**src/pkg/prio_sel_pkg.sv**
```systemverilog
package prio_sel_pkg;

    // ------------------------------------------------------------
    // register map
    // ------------------------------------------------------------
    localparam logic [11:0] PRIO_SEL_OFFSET      = 12'h000;
    localparam logic [11:0] PEND_STATUS_OFFSET   = 12'h004;
    localparam logic [11:0] ENABLE_OFFSET        = 12'h008;
    localparam logic [7:0]  PRIO_SEL_RESET       = 8'h00;
    localparam logic [7:0]  ENABLE_RESET         = 8'h00;
    localparam logic [7:0]  PRIO_SEL_IMPL_MASK   = 8'h7b;

    // ------------------------------------------------------------
    // field positions
    // ------------------------------------------------------------
    localparam int CONV_IRQ_PRIO_BIT         = 6;
    localparam int SER_RX_IRQ_PRIO_BIT       = 5;
    localparam int SER_TX_IRQ_PRIO_BIT       = 4;
    localparam int SYNC_PORT_IRQ_PRIO_BIT    = 3;
    localparam int TIMER_B_MATCH_IRQ_PRIO_BIT = 1;
    localparam int TIMER_A_OVF_IRQ_PRIO_BIT  = 0;

    typedef struct packed {
        logic        psel;
        logic        penable;
        logic        pwrite;
        logic [11:0] paddr;
        logic [31:0] pwdata;
    } apb_req_t;

    typedef struct packed {
        logic        pready;
        logic        pslverr;
        logic [31:0] prdata;
    } apb_rsp_t;

endpackage

```
**src/core/prio_sel.sv**
```systemverilog
`timescale 1ns/1ps
// Functional notes
// - bits 7 and 2 always read zero
// - bit 6: converter interrupt high/low priority
// - bit 5: serial receive high/low priority
// - bit 4: serial transmit high/low priority
// - bit 3: sync port high/low priority
// - bit 1: timer b match high/low priority
// - bit 0: timer a overflow high/low priority
module prio_sel
    import prio_sel_pkg::*;
#(
    parameter int REG_W = 8                         // width of each register
)(
    input  wire logic             clk_i,            // core clock, 40 MHz
    input  wire logic             reset_i,          // synchronous, active high
    input  wire apb_req_t         apb_i,            // apb request
    output apb_rsp_t              apb_o,            // apb response, registered
    input  wire logic [REG_W-1:0] pend_i,           // source requests, priority bit layout
    output logic                  irq_hi_o,         // high priority interrupt
    output logic                  irq_lo_o          // low priority interrupt
);

    // ------------------------------------------------------------
    // constants
    // ------------------------------------------------------------
    localparam logic [REG_W-1:0] IMPL_MASK = REG_W'(PRIO_SEL_IMPL_MASK);
    localparam logic [REG_W-1:0] PRIO_INIT = REG_W'(PRIO_SEL_RESET);
    localparam logic [REG_W-1:0] EN_INIT   = REG_W'(ENABLE_RESET);

    // ------------------------------------------------------------
    // types
    // ------------------------------------------------------------
    typedef enum logic [1:0] {
        BUS_IDLE   = 2'b00,
        BUS_ACCESS = 2'b01
    } bus_state_t;

    // ------------------------------------------------------------
    // bus slave state
    // ------------------------------------------------------------
    bus_state_t       state_r;
    bus_state_t       state_nxt;
    apb_rsp_t         rsp_r;
    apb_rsp_t         rsp_nxt;

    // ------------------------------------------------------------
    // register state
    // ------------------------------------------------------------
    logic [REG_W-1:0] prio_r;
    logic [REG_W-1:0] prio_nxt;
    logic [REG_W-1:0] en_r;
    logic [REG_W-1:0] en_nxt;

    // ------------------------------------------------------------
    // routing state
    // ------------------------------------------------------------
    logic             hi_r;
    logic             hi_nxt;
    logic             lo_r;
    logic             lo_nxt;

    // ------------------------------------------------------------
    // decode helpers
    // ------------------------------------------------------------
    logic             hit_prio;
    logic             hit_pend;
    logic             hit_en;
    logic             addr_hit;
    logic [REG_W-1:0] rd_byte;
    logic [31:0]      rd_word;
    logic [REG_W-1:0] wr_byte;
    logic             setup_phase;
    logic             access_write;

    // ------------------------------------------------------------
    // priority fields
    // ------------------------------------------------------------
    logic             conv_irq_prio;
    logic             ser_rx_irq_prio;
    logic             ser_tx_irq_prio;
    logic             sync_port_irq_prio;
    logic             timer_b_match_irq_prio;
    logic             timer_a_ovf_irq_prio;
    logic [REG_W-1:0] prio_map;

    // ------------------------------------------------------------
    // per-source routing
    // ------------------------------------------------------------
    logic [REG_W-1:0] src_act;
    logic [REG_W-1:0] src_hi;
    logic [REG_W-1:0] src_lo;

    // ------------------------------------------------------------
    // address decode and read mux
    // ------------------------------------------------------------
    always_comb begin
        hit_prio = (apb_i.paddr == PRIO_SEL_OFFSET);
        hit_pend = (apb_i.paddr == PEND_STATUS_OFFSET);
        hit_en   = (apb_i.paddr == ENABLE_OFFSET);
        addr_hit = hit_prio | hit_pend | hit_en;
        rd_byte  = '0;
        if (hit_prio) begin
            rd_byte = prio_r & IMPL_MASK;
        end else if (hit_pend) begin
            rd_byte = pend_i & IMPL_MASK;
        end else if (hit_en) begin
            rd_byte = en_r & IMPL_MASK;
        end
        rd_word  = 32'(rd_byte);
        // unimplemented bits are dropped on write
        wr_byte  = apb_i.pwdata[REG_W-1:0] & IMPL_MASK;
    end

    assign setup_phase  = apb_i.psel && !apb_i.penable;
    assign access_write = apb_i.psel && apb_i.penable && apb_i.pwrite;

    // ------------------------------------------------------------
    // bus slave: answer in the cycle after setup
    // ------------------------------------------------------------
    // read data is latched at setup; no write lands in between, so prio and enable reads match the completion edge, pend_i may change
    always_comb begin
        state_nxt = state_r;
        rsp_nxt   = '0;
        unique case (state_r)
            BUS_IDLE: begin
                if (setup_phase) begin
                    state_nxt       = BUS_ACCESS;
                    rsp_nxt.pready  = 1'b1;
                    rsp_nxt.pslverr = !addr_hit;
                    if (!apb_i.pwrite) begin
                        rsp_nxt.prdata = rd_word;
                    end
                end
            end
            BUS_ACCESS: begin
                state_nxt = BUS_IDLE;
            end
            default: begin
                state_nxt = BUS_IDLE;
            end
        endcase
    end

    always_ff @(posedge clk_i) begin
        if (reset_i) begin
            state_r <= BUS_IDLE;
            rsp_r   <= '0;
        end else begin
            state_r <= state_nxt;
            rsp_r   <= rsp_nxt;
        end
    end

    // ------------------------------------------------------------
    // registers: a write lands only at the completion edge
    // ------------------------------------------------------------
    always_comb begin
        prio_nxt = prio_r;
        en_nxt   = en_r;
        if ((state_r == BUS_ACCESS) && access_write) begin
            if (hit_prio) begin
                prio_nxt = wr_byte;
            end
            if (hit_en) begin
                en_nxt = wr_byte;
            end
        end
    end

    always_ff @(posedge clk_i) begin
        if (reset_i) begin
            prio_r <= PRIO_INIT;
            en_r   <= EN_INIT;
        end else begin
            prio_r <= prio_nxt;
            en_r   <= en_nxt;
        end
    end

    // ------------------------------------------------------------
    // field extraction
    // ------------------------------------------------------------
    assign conv_irq_prio          = prio_r[CONV_IRQ_PRIO_BIT];
    assign ser_rx_irq_prio        = prio_r[SER_RX_IRQ_PRIO_BIT];
    assign ser_tx_irq_prio        = prio_r[SER_TX_IRQ_PRIO_BIT];
    assign sync_port_irq_prio     = prio_r[SYNC_PORT_IRQ_PRIO_BIT];
    assign timer_b_match_irq_prio = prio_r[TIMER_B_MATCH_IRQ_PRIO_BIT];
    assign timer_a_ovf_irq_prio   = prio_r[TIMER_A_OVF_IRQ_PRIO_BIT];

    // unimplemented positions stay zero so they never steer a request
    always_comb begin
        prio_map                             = '0;
        prio_map[CONV_IRQ_PRIO_BIT]          = conv_irq_prio;
        prio_map[SER_RX_IRQ_PRIO_BIT]        = ser_rx_irq_prio;
        prio_map[SER_TX_IRQ_PRIO_BIT]        = ser_tx_irq_prio;
        prio_map[SYNC_PORT_IRQ_PRIO_BIT]     = sync_port_irq_prio;
        prio_map[TIMER_B_MATCH_IRQ_PRIO_BIT] = timer_b_match_irq_prio;
        prio_map[TIMER_A_OVF_IRQ_PRIO_BIT]   = timer_a_ovf_irq_prio;
    end

    // ------------------------------------------------------------
    // routing
    // ------------------------------------------------------------
    genvar g;
    generate
        for (g = 0; g < REG_W; g++) begin : g_src
            assign src_act[g] = pend_i[g] & en_r[g] & IMPL_MASK[g];
            assign src_hi[g]  = src_act[g] & prio_map[g];
            assign src_lo[g]  = src_act[g] & !prio_map[g];
        end
    endgenerate

    // outputs lag the inputs by one clock; kept registered for clean timing
    always_comb begin
        hi_nxt = |src_hi;
        lo_nxt = |src_lo;
    end

    always_ff @(posedge clk_i) begin
        if (reset_i) begin
            hi_r <= 1'b0;
            lo_r <= 1'b0;
        end else begin
            hi_r <= hi_nxt;
            lo_r <= lo_nxt;
        end
    end

    // ------------------------------------------------------------
    // outputs
    // ------------------------------------------------------------
    assign apb_o    = rsp_r;
    assign irq_hi_o = hi_r;
    assign irq_lo_o = lo_r;

endmodule // prio_sel

```
**config.mk**
```make
export PLATFORM = sky130hd
export DESIGN_NAME = prio_sel
export DESIGN_NICKNAME = d
export VERILOG_FILES = /design/src/pkg/prio_sel_pkg.sv /design/src/core/prio_sel.sv
export SDC_FILE = /design/constraint.sdc
export NUM_CORES = 1
export LEC_CHECK = 0
export ABC_CLOCK_PERIOD_IN_PS = 1910
export BUFFER_PORTS_ARGS = -buffer_cell sky130_fd_sc_hd__clkbuf_2
export CORE_ASPECT_RATIO = 1.5
export CORE_MARGIN = 2
export CORE_UTILIZATION = 35
export CTS_BUF_LIST = sky130_fd_sc_hd__clkbuf_16
export DETAILED_ROUTE_END_ITERATION = 10
export PLACE_DENSITY = 0.67
export SYNTH_ARGS = -nofsm -noshare
export SYNTH_HDL_FRONTEND = slang
export SYNTH_SLANG_ARGS = --single-unit
```
**constraint.sdc**
```tcl
create_clock -name clk_i -period 1.91 [get_ports clk_i]
set_input_delay 0.382 -clock clk_i [delete_from_list [all_inputs] [get_ports clk_i]]
set_output_delay 0.382 -clock clk_i [all_outputs]
set_load 0.005 [all_outputs]
```
After elaboration in Yosys (flattened, before gate mapping)
Cells that the tools add are included.
{"block": "op_classes", "n_mux": 5, "bitwise": 22, "reduce_logical": 22, "n_eq_ne": 2}
{"op": "$mux 34", "n": 1}
{"op": "$mux 8", "n": 3}
{"op": "$and 1x1->1", "n": 18}
{"op": "$reduce_or 6->1", "n": 3}
{"op": "$eq 12x3->1 const B", "n": 1}
{"op": "$eq 12x4->1 const B", "n": 1}
{"op": "$logic_not 12->1", "n": 1}
{"op": "$logic_not 1->1", "n": 8}
{"op": "$mux 7", "n": 1}
{"op": "$logic_and 1x1->1", "n": 4}
{"op": "$reduce_and 2->1", "n": 2}
{"op": "$reduce_or 4->1", "n": 1}
{"op": "$reduce_or 3->1", "n": 1}
{"op": "$logic_not 2->1", "n": 1}
{"op": "$not 1->1", "n": 2}
{"op": "$or 1x1->1", "n": 2}
{"op": "$reduce_or 2->1", "n": 1}
{"block": "word_totals", "word_cells": 61, "in_bits": 57, "ff_bits": 49}

Logic depth before layout (Yosys ltp)
{"block": "depth", "ltp_word": 6, "ltp_mapped": 5}

Least setup slack after synthesis
OpenSTA, ideal clock, no wires.
{"block": "synth_timing", "path_type": "in2reg", "start": "in apb_i[34] (netlist bit)", "end": "reg prio_r[4]", "stages": 5, "path_slack_ns": 0.287, "path_buffers": 1, "arrival_ns": 1.495, "t_required_ns": 1.782, "path_cell_list": "clkbuf_2 nor4_1 nand4_2 mux2i_1 nor2_1"}
{"block": "synth_between", "elab_chain_cells": 2}
{"element": "start, declared", "line_no": "prio_sel.sv:17", "rtl": "input wire apb_req_t apb_i,"}
{"element": "$logic_not 12->1", "line_no": "prio_sel.sv:98", "rtl": "hit_prio = (apb_i.paddr == PRIO_SEL_OFFSET);"}
{"element": "$reduce_and 2->1 (no source line)"}
{"element": "end signal, assigned", "line_no": "prio_sel.sv:176", "rtl": "prio_r <= prio_nxt;"}
{"element": "end, declared", "line_no": "prio_sel.sv:50", "rtl": "logic [REG_W-1:0] prio_r;"}
No other way between the ends.
A chain may end at the register's enable or synchronous reset.

Final worst setup path
{"block": "layout_timing", "start": "reg state_r[0]", "end": "reg rsp_r (netlist bit apb_o[4])"}
{"block": "layout_between", "elab_chain_cells": 3}
{"element": "start, declared", "line_no": "prio_sel.sv:42", "rtl": "bus_state_t state_r;"}
{"element": "start signal, assigned", "line_no": "prio_sel.sv:150", "rtl": "state_r <= state_nxt;"}
{"element": "$logic_not 2->1", "line_no": "prio_sel.sv:125", "rtl": "unique case (state_r)"}
{"element": "$not 1->1 (no source line)"}
{"element": "$reduce_or 4->1 (no source line)"}
{"element": "end signal, assigned", "line_no": "prio_sel.sv:151", "rtl": "rsp_r <= rsp_nxt;"}
{"element": "end, declared", "line_no": "prio_sel.sv:44", "rtl": "apb_rsp_t rsp_r;"}
No other way between the ends.

==> reports/results.tsv <==
metric	value	unit
fin_crit	1605	ps
cts_buffers	3	
grt_pass1_vias	953	
ys_ff_latch	23	
start_util	0.3708	
synth.area.mux_share	0.09393	
critPathMaxFanout	6	
cap_violations	0	
hold_buffers	0	
hold_depth	3	
status	finished clean	
synth_compound_area_frac	0.1115	
first_pass_iters	4	
diodes	0	
cp.required	2060	ps
wl	2469	um
io_pins	93	
drive_gt1_frac	0.3277	
yosysSeqAreaShare	0.3601	
final-max-slew-violation-count	0	
core-area	0.003448	mm^2
num_vias	1013	
finalSetupViolCount	0	
period_share	0.8405	
rsz0062_at_grt	no	
grt_max_degree	15	
hold_viol_final	0	
final_nets	235	
place_congestion	0.7525	
die_y	78.03	um
drt-initial-drc-count	22	
avgSynthCellArea	9.472	um^2
yosys.area_share.simple	0.2632	
cts-root-buf	clkbuf_16	
synth_cells	135	
worstPathArrival	1760	ps
std_cell_rows	26	
rr_worst_depth	4	
yosysWarningCount	0	
syn_area	0.001279	mm^2
dp_hpwl	1988	um
synth_cell_type_count	27	
min_from	apb_i[4]	
power.density	674.1	mW/mm^2
routed_via_density	4.626	
path_class	flop to flop	
portBuffers	38	
area_delta_synth_final	18.69	%
antenna_found_initial	0	
hp-class	input port to flop	
cts_buffer_depth	2	
path_clk_slew	60	ps
layout.cells.non_filler	219	
clock.fmax	622.9	MHz
avgRoutedWirePerCell	11.27	um
fillCellCount	361	
cp-start-kind	flop	
place_inst	215	
postCtsResizedCells	0	
cp-end-kind	flop	
dieWidth	53.35	um
cts_num_sinks	23	
synth_top_family_by_area	simple AND/OR/NAND/NOR gates	
holdPathEnd	prio_r[4]	
r2r-start	state_r[0]	
grt_overflow	0	
r2r_end	apb_o[4]	
antenna_left	0	
ir_drop	0.4859	mV
cts_max_level	1	
synth_xor_area_frac	0	
rrSetupSlack	300	ps
clk_latency	250	ps
grt_pass1_wl	4174	um
cts_tree	built	
timing.setup.tns	0	ps
skew	3.598	ps
synthAdderAreaFrac	0	
grt_usage	0.1324	
cts_setup_buffers	0	
drc_errors	0	
p_leak	0.7879	nW
die_area	0.004163	mm^2
==> through the flow <==
stage	setup slack, ps	instance area [um^2]	utilization	hold slack (ps)	total power, mW
global route	188.9	1518	0.4401	385.0	1.067
CTS	292.8	1518	0.4401	379.0	1.032
global placement	134.1	1438	0.4169	531.0	0.5870
detailed placement	140.0	1438	0.4169	534.9	0.5887
floorplan	287.3	1373	-	451.4	0.5755
finish	304.6	1518	0.4401	379.3	1.023
==> power by group <==
group / internal, mW / switching [mW]
logic: 0.0390 / 0.0569
clock network: 0.281 / 0.163
registers: 0.482 / 0.000697
total: 0.802 / 0.221
==> metal layers <==
| metal | routed length (um) | track usage |
|---|---|---|
| met1 | 837 | 0.1293 |
| met2 | 1379 | 0.2556 |
| met3 | 206 | 0.02281 |
| met4 | 45 | 0.05385 |
| met5 | 0 | 0 |
==> worst max path at each step <==
| stage | slack, ps | end | from | cells past startpoint |
|---|---|---|---|---|
| 6_report | 300 | apb_o[4] | state_r[0] | 4 |
| 5_1_grt | 190 | apb_o[5] | state_r[0] | 4 |
| 4_1_cts | 290 | apb_o[4] | state_r[0] | 4 |
| 3_5_place_dp | 140 | apb_o[4] | apb_i[45] | 5 |
| 3_3_place_gp | 130 | apb_o[4] | apb_i[45] | 5 |
| 2_1_floorplan | 290 | prio_r[4] | apb_i[34] | 5 |
==> synth_stat cells <==
library cell,count,area share
a2111oi_2,6,0.070
conb_1,1,0.0029
or4b_4,1,0.011
nand4_4,1,0.017
nand4_2,1,0.0098
nor2b_1,6,0.029
nand2_1,7,0.021
clkbuf_1,2,0.0059
nor4_1,1,0.0049
nor3_1,1,0.0039
inv_1,2,0.0059
a31oi_1,4,0.020
nor4_4,2,0.033
clkbuf_2,1,0.0039
nor2_4,1,0.0088
nor2_1,20,0.059
and4_1,1,0.0069
nand3_1,1,0.0039
a41oi_1,1,0.0069
dfxtp_1,23,0.36
nand2b_1,6,0.029
and3_1,3,0.015
o22ai_1,3,0.015
nor4b_1,1,0.0069
mux2i_1,12,0.094
buf_4,26,0.15
nand4_1,1,0.0049
==> cell families (layout without fill, tap and decap cells) <==
family                 Yosys count  in the layout
and+or+nand+nor                 54             54
AOI/OAI and AO/OA               14             14
buffers and inverters           31             48
other                            1             26
DFF                             23             23
muxes                           12             12
==> state kept, by name, indices dropped and copies added (netlist names) <==
| name | count |
|---|---|
| apb_o | 8 |
| irq_hi_o | 1 |
| irq_lo_o | 1 |
| prio_r | 6 |
| en_r | 6 |
| state_r | 1 |
==> area by class of cell <==
cell class,instances,area (um^2),share of cell area
clock buffer,3,75.07,0.04946
inverter,2,7.507,0.004946
tap,42,52.55,0.03462
sequential,23,460.4,0.3034
timing repair buffer,42,220.2,0.1451
clock inverter,1,5.005,0.003298
multi-input combinational,106,696.9,0.4592
==> critical path, cell delays in order (launching register included) <==
cell and delay (ps):
dfxtp_1 300, or4b_4 570, nor2_4 120, nand4_4 190
a2111oi_2 320
==> cell usage in the layout (no fill, tap or decap) <==
| cell | count |
|---|---|
| and3_1 | 3 |
| nand4_2 | 1 |
| o22ai_1 | 3 |
| nor2b_1 | 6 |
| inv_1 | 2 |
| mux2i_1 | 12 |
| nor4_4 | 2 |
| clkbuf_16 | 3 |
| a41oi_1 | 1 |
| and4_1 | 1 |
| conb_1 | 26 |
| nor2_1 | 20 |
| a31oi_1 | 4 |
| a2111oi_2 | 6 |
| nand4_4 | 1 |
| nor4b_1 | 1 |
| nand2b_1 | 6 |
| nor3_1 | 1 |
| clkinv_2 | 1 |
| nand4_1 | 1 |
| dfxtp_1 | 23 |
| nor2_4 | 1 |
| nand3_1 | 1 |
| clkbuf_2 | 38 |
| nand2_1 | 7 |
| nor4_1 | 1 |
| buf_4 | 4 |
| or4b_4 | 1 |
Note: power is estimated with default switching activity, not from simulation.
